<file path="config.mk">
export PLATFORM = sky130hd
export DESIGN_NAME = rsr_top
export DESIGN_NICKNAME = d
export VERILOG_FILES = /design/src/rsr_pkg.sv /design/src/rsr_top.sv
export VERILOG_INCLUDE_DIRS = /design/src
export SDC_FILE = /design/constraint.sdc
export NUM_CORES = 1
export LEC_CHECK = 0
export ABC_AREA = 1
export ABC_CLOCK_PERIOD_IN_PS = 2350
export BUFFER_PORTS_ARGS = -buffer_cell sky130_fd_sc_hd__buf_2
export CORE_UTILIZATION = 52
export CTS_BUF_LIST = sky130_fd_sc_hd__clkbuf_8
export CTS_CLUSTER_SIZE = 14
export DETAILED_ROUTE_END_ITERATION = 6
export PLACE_DENSITY_LB_ADDON = 0.08
export RECOVER_POWER = 100
export SLEW_MARGIN = 15
export SYNTH_ARGS = -nofsm -noshare
export SYNTH_HDL_FRONTEND = slang
export SYNTH_SLANG_ARGS = --single-unit
export TNS_END_PERCENT = 100
</file>
<file path="constraint.sdc">
create_clock -name i_sys_clk -period 2.35 [get_ports i_sys_clk]
set_clock_uncertainty 0.1 [all_clocks]
set_input_delay 0.1175 -clock i_sys_clk [delete_from_list [all_inputs] [get_ports i_sys_clk]]
set_output_delay 0.1175 -clock i_sys_clk [all_outputs]
set_load 0.05 [all_outputs]
</file>
<file path="src/rsr_cfg.svh">
// Constants for the reset and stop recovery controller
`ifndef RSR_CFG_SVH
`define RSR_CFG_SVH
`define RSR_CLK_NS        50
`define RSR_IPO_START_NS  4000
`define RSR_START_CYC     ((`RSR_IPO_START_NS + `RSR_CLK_NS - 1) / `RSR_CLK_NS)
`define RSR_HOLD_STD      66
`define RSR_HOLD_XTAL     5000
`define RSR_VEC_ADDR      16'h0002
`define RSR_OFF_CAUSE     4'h0
`define RSR_OFF_OSC       4'h4
`define RSR_OFF_WDT       4'h8
`define RSR_OFF_MODE      4'hC
`define RSR_BIT_STOP      7
`define RSR_BIT_WDT       5
`define RSR_BIT_EXT       4
`define RSR_OSC_RST       8'h08
`define RSR_OSC_WDTOSC    3
`define RSR_CLK_IPO       2'h0
`define RSR_WDT_RST       8'h00
`define RSR_WDT_EN        0
`define RSR_WDT_RSTEN     1
`define RSR_PWR_RST       10'h00C
`define RSR_RESP_OKAY     2'h0
`define RSR_RESP_SLVERR   2'h2
`endif

</file>
<file path="src/rsr_pkg.sv">
// Types for the reset and stop recovery controller
package rsr_pkg;
    typedef enum logic [6:0] {
        S_PWRUP = 7'h01,
        S_OSCUP = 7'h02,
        S_HOLD  = 7'h04,
        S_EXTW  = 7'h08,
        S_RUN   = 7'h10,
        S_SLEEP = 7'h20,
        S_STOP  = 7'h40
    } rsr_state_t;

    typedef struct packed {
        logic ipo_run;
        logic xtal_run;
        logic xtal_pins_rel;
        logic sysclk_run;
        logic core_run;
        logic periph_run;
        logic gpio_safe;
        logic wdt_osc_run;
        logic wdt_run;
        logic bo_run;
    } rsr_pwr_t;
endpackage

</file>
<file path="src/rsr_top.sv">
// Reset, stop recovery and power mode controller with AXI4-Lite registers
//
// The AXI4-Lite slave port and the register offsets were decided locally.
`include "rsr_cfg.svh"
module rsr_top
    import rsr_pkg::*;
#(
    parameter int START_CYC  = `RSR_START_CYC,
    parameter int HOLD_STD   = `RSR_HOLD_STD,
    parameter int HOLD_XTAL  = `RSR_HOLD_XTAL,
    parameter int CNT_W      = 13
) (
    input  wire logic        i_sys_clk,
    input  wire logic        i_sys_rst,
    input  wire logic        i_clk_en,
    input  wire logic        i_supply_ok,
    input  wire logic        i_ext_rst_n,
    input  wire logic        i_xtal_opt,
    input  wire logic        i_bo_stop_opt,
    input  wire logic        i_stop_exec,
    input  wire logic        i_sleep_exec,
    input  wire logic        i_wake,
    input  wire logic        i_pin_change,
    input  wire logic        i_wdt_timeout,
    input  wire logic [3:0]  i_axi_awaddr,
    input  wire logic        i_axi_awvalid,
    output logic             o_axi_awready,
    input  wire logic [31:0] i_axi_wdata,
    input  wire logic [3:0]  i_axi_wstrb,
    input  wire logic        i_axi_wvalid,
    output logic             o_axi_wready,
    output logic [1:0]       o_axi_bresp,
    output logic             o_axi_bvalid,
    input  wire logic        i_axi_bready,
    input  wire logic [3:0]  i_axi_araddr,
    input  wire logic        i_axi_arvalid,
    output logic             o_axi_arready,
    output logic [31:0]      o_axi_rdata,
    output logic [1:0]       o_axi_rresp,
    output logic             o_axi_rvalid,
    input  wire logic        i_axi_rready,
    output logic             o_core_rst,
    output logic             o_vec_fetch,
    output logic [15:0]      o_vec_addr,
    output logic [1:0]       o_clk_sel,
    output logic             o_wdt_irq,
    output rsr_pwr_t         o_pwr
);

    ////////////////////////////////////////////////////////////////////////
    function automatic logic is_mapped(input logic [3:0] a);
        is_mapped = (a == `RSR_OFF_CAUSE) || (a == `RSR_OFF_OSC) ||
                    (a == `RSR_OFF_WDT) || (a == `RSR_OFF_MODE);
    endfunction

    function automatic logic in_reset(input rsr_state_t s);
        in_reset = (s == S_PWRUP) || (s == S_OSCUP) ||
                   (s == S_HOLD) || (s == S_EXTW);
    endfunction

    rsr_state_t        state_q;
    rsr_state_t        state_d;
    logic [CNT_W-1:0]  cnt_q;
    logic [CNT_W-1:0]  cnt_d;
    logic [7:0]        osc_q;
    logic [7:0]        wdt_q;
    logic [2:0]        cause_q;
    logic [2:0]        cause_d;
    logic              ext_q;
    logic              wdto_q;
    logic              bvalid_q;
    logic              rvalid_q;
    logic [1:0]        bresp_q;
    logic [1:0]        rresp_q;
    logic [31:0]       rdata_q;
    logic              vec_q;
    logic              core_rst_q;
    rsr_pwr_t          pwr_q;
    rsr_pwr_t          pwr_d;

    ////////////////////////////////////////////////////////////////////////
    // Event decode
    wire por       = !i_supply_ok;
    wire ext_fall  = ext_q && !i_ext_rst_n;
    wire wdt_rise  = i_wdt_timeout && !wdto_q;
    wire in_stop   = (state_q == S_STOP);
    wire wdt_en    = wdt_q[`RSR_WDT_EN];
    wire wdt_rsten = wdt_q[`RSR_WDT_RSTEN];
    wire smr_wdt   = in_stop && wdt_rise && wdt_en;
    wire smr_pin   = in_stop && i_pin_change;
    wire smr_any   = smr_wdt || smr_pin;
    wire wdt_sysr  = !in_stop && wdt_rise && wdt_en && wdt_rsten &&
                     !in_reset(state_q);
    // A fresh pin fall during the count restarts it from zero
    wire restart   = ext_fall || wdt_sysr || smr_any;
    wire hold_end  = (cnt_q == CNT_W'((i_xtal_opt ? HOLD_XTAL
                                                  : HOLD_STD) - 1));
    wire start_end = (cnt_q == CNT_W'(START_CYC - 1));
    wire regs_init = por || restart;

    ////////////////////////////////////////////////////////////////////////
    // Sequencer
    always_comb begin
        state_d = state_q;
        cnt_d   = cnt_q + CNT_W'(1);
        case (state_q)
            S_PWRUP: begin
                cnt_d = '0;
                // Supply-good counts directly, oscillator already settled
                if (i_supply_ok) state_d = S_HOLD;
            end
            S_OSCUP: begin
                if (start_end) begin
                    state_d = S_HOLD;
                    cnt_d   = '0;
                end
            end
            S_HOLD: begin
                if (hold_end) begin
                    cnt_d   = '0;
                    state_d = i_ext_rst_n ? S_RUN : S_EXTW;
                end
            end
            S_EXTW: begin
                cnt_d = '0;
                if (i_ext_rst_n) state_d = S_RUN;
            end
            S_RUN: begin
                cnt_d = '0;
                if (i_stop_exec) state_d = S_STOP;
                else if (i_sleep_exec) state_d = S_SLEEP;
            end
            S_SLEEP: begin
                cnt_d = '0;
                if (i_wake) state_d = S_RUN;
            end
            S_STOP: cnt_d = '0;
            default: begin
                state_d = S_PWRUP;
                cnt_d   = '0;
            end
        endcase
        if (restart) begin
            state_d = S_OSCUP;
            cnt_d   = '0;
        end
        if (por) begin
            state_d = S_PWRUP;
            cnt_d   = '0;
        end
    end

    // Power controls follow the next state so they align with the state
    wire stop_d  = (state_d == S_STOP);
    wire rst_d   = in_reset(state_d);
    always_comb begin
        pwr_d               = '0;
        pwr_d.ipo_run       = !stop_d && (state_d != S_PWRUP);
        pwr_d.xtal_run      = i_xtal_opt && !stop_d;
        pwr_d.xtal_pins_rel = stop_d || !i_xtal_opt;
        pwr_d.sysclk_run    = !stop_d;
        pwr_d.core_run      = (state_d == S_RUN);
        pwr_d.periph_run    = !stop_d && !rst_d;
        pwr_d.gpio_safe     = rst_d;
        pwr_d.wdt_osc_run   = osc_q[`RSR_OSC_WDTOSC] || rst_d;
        pwr_d.wdt_run       = wdt_en;
        pwr_d.bo_run        = !stop_d || i_bo_stop_opt;
    end

    always_ff @(posedge i_sys_clk) begin
        if (i_sys_rst) begin
            state_q    <= S_PWRUP;
            cnt_q      <= '0;
            ext_q      <= 1'b1;
            wdto_q     <= 1'b0;
            pwr_q      <= `RSR_PWR_RST;
            core_rst_q <= 1'b1;
            vec_q      <= 1'b0;
        end else if (i_clk_en) begin
            state_q    <= state_d;
            cnt_q      <= cnt_d;
            ext_q      <= i_ext_rst_n;
            wdto_q     <= i_wdt_timeout;
            pwr_q      <= pwr_d;
            core_rst_q <= rst_d;
            // Vector fetch strobe on release from any reset
            vec_q      <= (state_d == S_RUN) && in_reset(state_q);
        end
    end

    ////////////////////////////////////////////////////////////////////////
    // Reset cause flags: set beats clear, power-on beats both
    wire rd_cause = o_axi_arready && i_axi_arvalid &&
                    (i_axi_araddr == `RSR_OFF_CAUSE);
    wire [2:0] flag_set = {smr_any, wdt_rise, ext_fall};
    wire [2:0] flag_clr = {(wdt_rise && !in_stop) || rd_cause,
                           smr_pin || rd_cause,
                           smr_pin || rd_cause};
    genvar gi;
    generate
        for (gi = 0; gi < 3; gi++) begin : g_flag
            assign cause_d[gi] = por ? 1'b0 :
                flag_set[gi] | (cause_q[gi] & ~flag_clr[gi]);
        end
    endgenerate

    ////////////////////////////////////////////////////////////////////////
    // AXI4-Lite slave; one beat in flight per direction
    wire wr_take = i_axi_awvalid && i_axi_wvalid && !bvalid_q && i_clk_en;
    wire wr_osc  = wr_take && (i_axi_awaddr == `RSR_OFF_OSC) &&
                   i_axi_wstrb[0] && !in_reset(state_q);
    wire wr_wdt  = wr_take && (i_axi_awaddr == `RSR_OFF_WDT) &&
                   i_axi_wstrb[0] && !in_reset(state_q);
    wire [7:0] cause_rd = {cause_q[2], 1'b0, cause_q[1], cause_q[0], 4'h0};
    wire [31:0] rd_mux =
        (i_axi_araddr == `RSR_OFF_CAUSE) ? {24'h0, cause_rd} :
        (i_axi_araddr == `RSR_OFF_OSC)   ? {24'h0, osc_q} :
        (i_axi_araddr == `RSR_OFF_WDT)   ? {24'h0, wdt_q} :
        (i_axi_araddr == `RSR_OFF_MODE)  ? {25'h0, state_q} : 32'h0;

    assign o_axi_awready = wr_take;
    assign o_axi_wready  = wr_take;
    assign o_axi_arready = !rvalid_q && i_clk_en;

    always_ff @(posedge i_sys_clk) begin
        if (i_sys_rst) begin
            cause_q  <= '0;
            osc_q    <= `RSR_OSC_RST;
            wdt_q    <= `RSR_WDT_RST;
            bvalid_q <= 1'b0;
            rvalid_q <= 1'b0;
            bresp_q  <= `RSR_RESP_OKAY;
            rresp_q  <= `RSR_RESP_OKAY;
            rdata_q  <= 32'h0;
        end else if (i_clk_en) begin
            cause_q <= cause_d;
            if (regs_init) begin
                osc_q <= `RSR_OSC_RST;
                wdt_q <= `RSR_WDT_RST;
            end else begin
                if (wr_osc) osc_q <= i_axi_wdata[7:0];
                if (wr_wdt) wdt_q <= i_axi_wdata[7:0];
            end
            if (wr_take) begin
                bvalid_q <= 1'b1;
                bresp_q  <= is_mapped(i_axi_awaddr) ? `RSR_RESP_OKAY
                                                    : `RSR_RESP_SLVERR;
            end else if (i_axi_bready) begin
                bvalid_q <= 1'b0;
            end
            if (o_axi_arready && i_axi_arvalid) begin
                rvalid_q <= 1'b1;
                rdata_q  <= rd_mux;
                rresp_q  <= is_mapped(i_axi_araddr) ? `RSR_RESP_OKAY
                                                    : `RSR_RESP_SLVERR;
            end else if (i_axi_rready) begin
                rvalid_q <= 1'b0;
            end
        end
    end

    assign o_axi_bvalid = bvalid_q;
    assign o_axi_bresp  = bresp_q;
    assign o_axi_rvalid = rvalid_q;
    assign o_axi_rresp  = rresp_q;
    assign o_axi_rdata  = rdata_q;
    assign o_core_rst   = core_rst_q;
    assign o_vec_fetch  = vec_q;
    assign o_vec_addr   = `RSR_VEC_ADDR;
    assign o_clk_sel    = osc_q[1:0];
    // Level follows the slow-domain timeout for as long as it lasts
    assign o_wdt_irq    = i_wdt_timeout && wdt_en && !wdt_rsten;
    assign o_pwr        = pwr_q;
endmodule

</file>
==> results.txt, run 1 <==
Ranked by total cell area, the synthesized netlist is headed by sky130_fd_sc_hd__dfxtp_1 (33%), sky130_fd_sc_hd__nand2_1 (11%), sky130_fd_sc_hd__buf_4 (9.2%), sky130_fd_sc_hd__nor2_1 (6.4%), sky130_fd_sc_hd__a21oi_1 (5.8%). Summed over all layers, the global routing overflow is 0. The worst min-delay path category is in -> reg. The number of hold violations in the final report came to 1. The post-cts gate resize count is 0. After synthesis the cells add up to 3830 sq um. The final number of max-transition violations came out at 0. The remaining antenna violation count after routing is 0. The checks that failed: negative hold slack.

Setup repair after global routing left no endpoint under its margin. In this run the most critical hold path is launched from i_axi_araddr[0]. From left edge to right edge, the die measures 87.8 microns. The peak clock frequency supported by timing is 462 MHz. The via count of the first global-routing pass came out at 3040.

The synthesized design contains 64 register bits. The peak per-stage delay on the critical path is 380 ps. The port buffer count is 63. The register area share after synthesis came out at 0.335. The setup total negative slack is 0 ps. Walking the worst path, the cells encountered are nor2_1, nand2_1, nor2_4, a21oi_2, nand4_1, clkbuf_1, nand2_1, nand2_1, a21oi_1. The cell that appears most often on the critical path is sky130_fd_sc_hd__nand2_1.

The floorplan step set the die height to 87.8 microns. The worst endpoint data arrival time came out at 2290 ps. The area growth from synthesis to layout is 8.86%. The starting density of the core came out at 0.551.

The wire length of the first global-routing pass is 14.7 mm. The tool flagged a number of max-cap violations equal to 0. The DRC violations left is 0. The minimum clock period after layout is 2160 ps. The share of Yosys cell area claimed by the top area cell type came out at 0.335.

The overall routing resource usage came out at 0.249. The completed layout was analyzed and its total power is 2.55 mW. The row count came out at 30.

The fraction of layout cells with a size suffix above 1 is 0.133. In this run the clock root is driven by a sky130_fd_sc_hd__clkbuf_8. The number of unique standard cell types used by synthesis came out at 40. The die covers 7710 sq um. In this run the critical register-to-register path is launched from state_q[2]. The number of vias after detailed routing came out at 3559. Setup violations remaining at the end of the flow were counted as 0. After detailed routing, the total wire length is 9.25 mm. The critical path data required time came out at 2470 ps. The clock sink count is 64. TritonCTS built the clock tree. The post-synthesis average cell area came out at 6.96 sq um. The transition time at the pin with the least slew margin came out at 956 ps. The synthesized design spends more area on one cell type than any other, namely sky130_fd_sc_hd__dfxtp_1. The finished layout holds 711 standard cells, fillers aside. The portion of the clock cycle consumed by the worst path in the final layout came out at 0.920. The buffer levels on the longest clock path is 2. The largest fanout of any net on the critical path is 6. The number of enable-type register cells in the synthesized netlist came out at 0.

The floorplan core area is 6940 sq um. After clock tree synthesis, the clock-pin slew on the worst setup and hold paths is 80 ps. The gate count of the mapped netlist is 550.

The relative slew slack came out at 0.363. The start point of the critical path is state_q[2]. Among all stages on the critical path, the largest delay is contributed by sky130_fd_sc_hd__dfxtp_1. The most used flip-flop cell after synthesis is sky130_fd_sc_hd__dfxtp_1. The H-tree depth reported by CTS is 3. The startpoint type of the worst setup path is a flip-flop. For this run, the post-layout net count is 672. The routability congestion estimate came out at 0.908. The leakage power summed over all cells came out at 1.76 nW. Counting flops with an async set or reset pin after synthesis yields a share of 0. The number of vias per cell is 5.01. The CTS buffer count is 9. The worst hold margin came out at -8.84 ps. The run finished, with violations left. The detailed router's first-iteration violation count came out at 150. Yosys instantiated no cell more often than sky130_fd_sc_hd__nand2_1. Including well taps, the total number of placed cells is 688. The sort of element at the end of the critical path is a flip-flop. The count of antenna diodes in the layout came out at 0.

The setup path with the least slack is of type reg -> reg. The later-pin clock latency in the skew report is 350 ps. During synthesis, Yosys emitted a total of 0 warnings. During I/O placement, the number of pins put on the boundary was 133.

The per-cell routed wire length came out at 13.0 microns. The power per unit of standard cell area came out at 613 nW/um^2. The detailed-routing iteration count for the pre-antenna-repair pass came out at 5.

The number of antenna violations at the first check in global routing came out at 0. Entering global routing, the biggest net connects 46 pins. The largest voltage drop on the vdd net is 0.325 mV. In the synthesized netlist, the cells that appear most often are sky130_fd_sc_hd__nand2_1 (117), sky130_fd_sc_hd__nor2_1 (65), sky130_fd_sc_hd__dfxtp_1 (64). The half-perimeter wire length of the detailed placement result is 6.64 mm.
[worst max-delay path: cells and delay by family (launching register included)]
kind,cells,cell delay [ps]
AND/OR/NAND/NOR,6,1010
flip-flops,1,380
buffers and inverters,1,330
AO/OA/AOI/OAI,2,200
[routing by layer]
layer | part of all wire | wire [microns] | vias to the layer above | global-route usage
li1 | - | - | 1832 | -
met1 | 0.46 | 4280 | 1579 | 0.340
met2 | 0.46 | 4300 | 139 | 0.405
met3 | 0.063 | 580 | 9 | 0.0311
met4 | 0.0095 | 88 | 0 | 0.0849
met5 | 0 | 0 | - | 0
[cell families (layout without fill, tap and decap cells)]
family                   count (synthesis)  in the layout  share of synthesized area
AO/OA/AOI/OAI                           93             93                      0.141
XOR/XNOR                                10             10                     0.0229
adder cells (fa/ha/maj)                  1              1                    0.00327
buffers and inverters                  107            132                      0.159
flip-flops                              64             64                      0.335
multiplexers                             1              1                    0.00262
other                                    2             42                    0.00196
AND/OR/NAND/NOR                        272            272                      0.334
[layout make-up]
cell class              instances  area, sq um
clock buffers                   9          124
clock inverters                 7         46.3
fillers                       703         2780
inverters                      41          156
multi-input cells             419         2060
flip-flops and latches         64         1280
well taps                      96          120
repair buffers                 75          378
[path summary, 6_finish.rpt]
kind / cells past startpoint / slack [ps] / to
setup / recovery: 9 / 190 / o_pwr[7]
hold / removal: 3 / -9 / o_axi_rresp[1]
setup reg to reg: 9 / 190 / o_pwr[7]
hold reg to reg: 2 / 370 / ext_q
[through the flow]
| stage | hold WS [ps] | setup slack [ps] | instance area [sq um] | util |
|---|---|---|---|---|
| after floorplan | 144 | 54.2 | 3980 | - |
| after global placement | 280 | 369 | 4000 | 0.577 |
| after detailed placement | 292 | 333 | 4000 | 0.577 |
| after CTS | 3.55 | 321 | 4240 | 0.611 |
| after global routing | 33.8 | 65.8 | 4170 | 0.600 |
| final | -8.84 | 187 | 4170 | 0.600 |
[timing repair]
action	CTS	global route
hold buffers	7	0
endpoints found under the hold margin	6	0
setup buffers	0	0
endpoints found under the setup margin	0	0
[where the power goes]
group	total, mW	internal [mW]	switching (mW)
sequential	1.16	1.13	0.0319
combinational	0.547	0.114	0.433
clock	0.845	0.379	0.465
total	2.55	1.62	0.930
[placed cells by master, fill, tap and decap left out, types with 2 or more instances in the layout]
cell and instances:
sky130_fd_sc_hd__a21oi_1 44, sky130_fd_sc_hd__dfxtp_1 64, sky130_fd_sc_hd__o21ai_0 24, sky130_fd_sc_hd__clkinvlp_4 3, sky130_fd_sc_hd__nand3_1 42, sky130_fd_sc_hd__o221ai_1 2
sky130_fd_sc_hd__nor2_2 9, sky130_fd_sc_hd__conb_1 42, sky130_fd_sc_hd__buf_4 3, sky130_fd_sc_hd__clkinv_2 3, sky130_fd_sc_hd__and3_1 2, sky130_fd_sc_hd__nor2_4 5
sky130_fd_sc_hd__nand2_1 119, sky130_fd_sc_hd__inv_2 4, sky130_fd_sc_hd__inv_1 35, sky130_fd_sc_hd__nand3_4 2, sky130_fd_sc_hd__o21a_1 6, sky130_fd_sc_hd__clkbuf_8 9
sky130_fd_sc_hd__xor2_1 9, sky130_fd_sc_hd__nand4_1 10, sky130_fd_sc_hd__clkbuf_1 32, sky130_fd_sc_hd__dlygate4sd3_1 7, sky130_fd_sc_hd__a22oi_1 2, sky130_fd_sc_hd__buf_2 32
sky130_fd_sc_hd__nor2_1 69, sky130_fd_sc_hd__a21oi_2 2, sky130_fd_sc_hd__o211ai_1 11, sky130_fd_sc_hd__nor3_1 8, sky130_fd_sc_hd__nand2_8 2
[sequential cells by signal, summed over array words and instances (netlist names)]
name          cells
cnt_q            13
o_pwr            10
o_axi_rdata       8
osc_q             8
wdt_q             8
state_q           7
cause_q           3
ext_q             1
o_axi_bresp       1
o_axi_bvalid      1
o_axi_rresp       1
o_axi_rvalid      1
o_vec_fetch       1
wdto_q            1
(Power assumes the default switching activity.)
==> inputs of run 2 (changes only) <==
Settings changed: PLACE_DENSITY from default to 0.81, PLACE_DENSITY_LB_ADDON 0.08 to default.
==> results.txt, run 2 (synthesis results as in run 1) <==
The maximum number of pins on one net before global-route repair is 61 (+33%). The number of vias after detailed routing came out at 3672 (+3.2%). The post-cts gate resize count came out at 0 (unchanged).

The remaining antenna violation count after routing is 0 (unchanged). The buffer levels on the longest clock path is 2 (unchanged). The sort of element at the end of the critical path is a flip-flop. The per-cell routed wire length was 12.8 microns (-1.7%).

The largest voltage drop on the vdd net was 0.345 mV (+6.1%). The synthesis-to-finish area growth is 11.0%. The via count of the first global-routing pass came to 3170 (+4.3%). The hold-critical path depth is 4 (+1). The clock edge transition at the registers on the reported setup and hold paths came out at 80 ps (about the same). The detailed router's first-iteration violation count is 255 (+70%).

By startpoint and endpoint, the worst setup path is classified as reg -> reg. The minimum clock period after layout came out at 2160 ps (-2.44 ps). In the layout the commonest cells are sky130_fd_sc_hd__nand2_1 (118), sky130_fd_sc_hd__nor2_1 (66), sky130_fd_sc_hd__dfxtp_1 (64).

The overall routing resource usage came to 0.245 (-0.00364). The number of antenna violations at the first check in global routing came out at 0 (unchanged). The floorplan core area was 6940 sq um (unchanged). The fraction of layout cells with a size suffix above 1 came out at 0.136 (+0.00281). The final layout net count is 674 (+0.30%). The power per unit of standard cell area came out at 660 nW/um^2 (+7.7%).

The internal reg-to-reg setup slack is 190 ps (about the same). Setup repair after global routing left no endpoint under its margin. The number of hold-repair buffers added at the cts stage is 10 (+3). The number of hold violations in the final report came to 0 (-1). The detailed-routing iteration count for the pre-antenna-repair pass is 4 (-1). The H-tree depth reported by CTS came out at 3 (unchanged). The startpoint of the tightest hold check path is i_axi_araddr[1]. The final setup violation count is 0 (unchanged).

The number of vias per cell came out at 5.15 (+2.9%). The capture point of the worst reg-to-reg path is wdt_q[6]. The leakage power summed over all cells came out at 1.80 nW (+2.2%).

The I/O pin count is 133 (unchanged). The startpoint type of the worst setup path is a flip-flop. The setup total negative slack is 0 ps (unchanged).

The half-perimeter wire length of the detailed placement result came out at 6.63 mm (-0.15%). TritonCTS built the clock tree. The overall die area is 7710 sq um (unchanged).

The DRC violations left is 0 (unchanged). The clock sink count came out at 64 (unchanged). The starting density of the core came to 0.551 (unchanged). The final number of max-transition violations is 0 (unchanged). The share of the core filled with cells is 0.612 (+0.0121).

The critical path data required time came out at 2490 ps (+20 ps). The origin of the critical flop-to-flop path is state_q[2]. The die extent in x came out at 87.8 microns (unchanged).

The flow ran to the end, and the final reports show no timing, DRC or antenna violations. The portion of the clock cycle consumed by the worst path in the final layout came to 0.919 (-0.00104). The max capacitance violation total is 0 (unchanged). The routability congestion estimate is 0.915 (+0.80%).

The CTS buffer count is 9 (unchanged). The later-pin clock latency in the skew report is 340 ps (about the same). The worst endpoint data arrival time came out at 2300 ps (about the same). The library cell used most frequently in the layout, excluding fill and tap cells, is sky130_fd_sc_hd__nand2_1. The count of antenna diodes in the layout is 0 (unchanged). The worst hold path terminates at o_axi_rdata[7]. The buffer cell driving the clock tree root is sky130_fd_sc_hd__clkbuf_8. Counting flops per register, the top entry is cnt_q. The overall routed net length is 9.11 mm (-1.4%). The setup fix buffers added after clock tree synthesis is 0 (unchanged).

The worst min-delay path category is in -> reg. The transition time at the pin with the least slew margin came out at 1210 ps (+256 ps). The peak clock frequency supported by timing is 463 MHz (+0.11%). The length in cells of the worst reg-to-reg path came out at 12 (+3). The relative slew slack is 0.192 (-0.171).

The port buffer count was 63 (unchanged). The wire length of the first global-routing pass is 14.6 mm (-0.42%). The number of flip-flops in the largest register came out at 13 (unchanged). The largest fanout of any net on the critical path was 11 (+5). The final global-route overflow total is 0 (unchanged).

The height of the chip came out at 87.8 microns (unchanged). The row count came out at 30 (unchanged).
-- run 2: cell count changes in the layout (fill, tap and decap cells not counted), moves of 2 or more --
cell / before / now
sky130_fd_sc_hd__bufinv_16: 0 / 2
sky130_fd_sc_hd__dlygate4sd3_1: 7 / 10
sky130_fd_sc_hd__clkinvlp_4: 3 / 1
sky130_fd_sc_hd__nor2_1: 69 / 66
sky130_fd_sc_hd__nor2_2: 9 / 12
sky130_fd_sc_hd__inv_2: 4 / 2
sky130_fd_sc_hd__nand2_2: 1 / 3
sky130_fd_sc_hd__clkinv_2: 3 / 1
-- run 2: layout make-up --
class / instances / area [sq um]
Clock inverter: 6 / 90.1
Clock buffer: 10 / 138
Fill cell: 636 / 2690
Multi-Input combinational cell: 419 / 2060
Tap cell: 96 / 120
Timing Repair Buffer: 77 / 403
Inverter: 41 / 161
Sequential cell: 64 / 1280
-- run 2: routing by layer --
layer | share of wire | global-route usage
met1 | 0.47 | 0.335
met2 | 0.43 | 0.374
met3 | 0.071 | 0.0462
met4 | 0.023 | 0.115
met5 | 0 | 0
-- run 2: worst max path at each step --
stage / end / startpoint / slack, ps
floorplan: cause_q[0] / o_axi_rvalid / 50
global placement: osc_q[0] / state_q[4] / 380
detailed placement: cnt_q[2] / cnt_q[1] / 340
CTS: cnt_q[7] / cnt_q[1] / 300
global route: wdt_q[6] / state_q[2] / 60
finish: wdt_q[6] / state_q[2] / 190
-- run 2: critical path, cell delays in order (launching register included) --
cell and delay [ps]:
sky130_fd_sc_hd__dfxtp_1 380, sky130_fd_sc_hd__nor2_1 220, sky130_fd_sc_hd__nand2_1 170, sky130_fd_sc_hd__nor2_4 180, sky130_fd_sc_hd__nor2_2 70, sky130_fd_sc_hd__nand3_4 100, sky130_fd_sc_hd__nand3_2 130, sky130_fd_sc_hd__inv_4 180
sky130_fd_sc_hd__nand2_2 190, sky130_fd_sc_hd__nand2_8 120, sky130_fd_sc_hd__inv_6 80, sky130_fd_sc_hd__nor2_2 90, sky130_fd_sc_hd__nor2_1 50
-- run 2: through the flow --
stage / cells / area, sq um / power (mW) / hold WS, ps / setup WS (ps)
after floorplan: 590 / 3980 / 1.69 / 144 / 54.2
after detailed placement: 687 / 4000 / 1.73 / 286 / 339
after global placement: 687 / 4000 / 1.73 / 268 / 379
after global routing: 713 / 4250 / 2.92 / 45.6 / 56.8
after CTS: 713 / 4320 / 2.82 / 2.87 / 303
final: 713 / 4250 / 2.80 / 12.1 / 189
-- run 2: power breakdown --
group          switching, mW  internal (mW)
registers             0.0342           1.13
clock network          0.458          0.630
logic                  0.436          0.117
total                  0.928           1.88
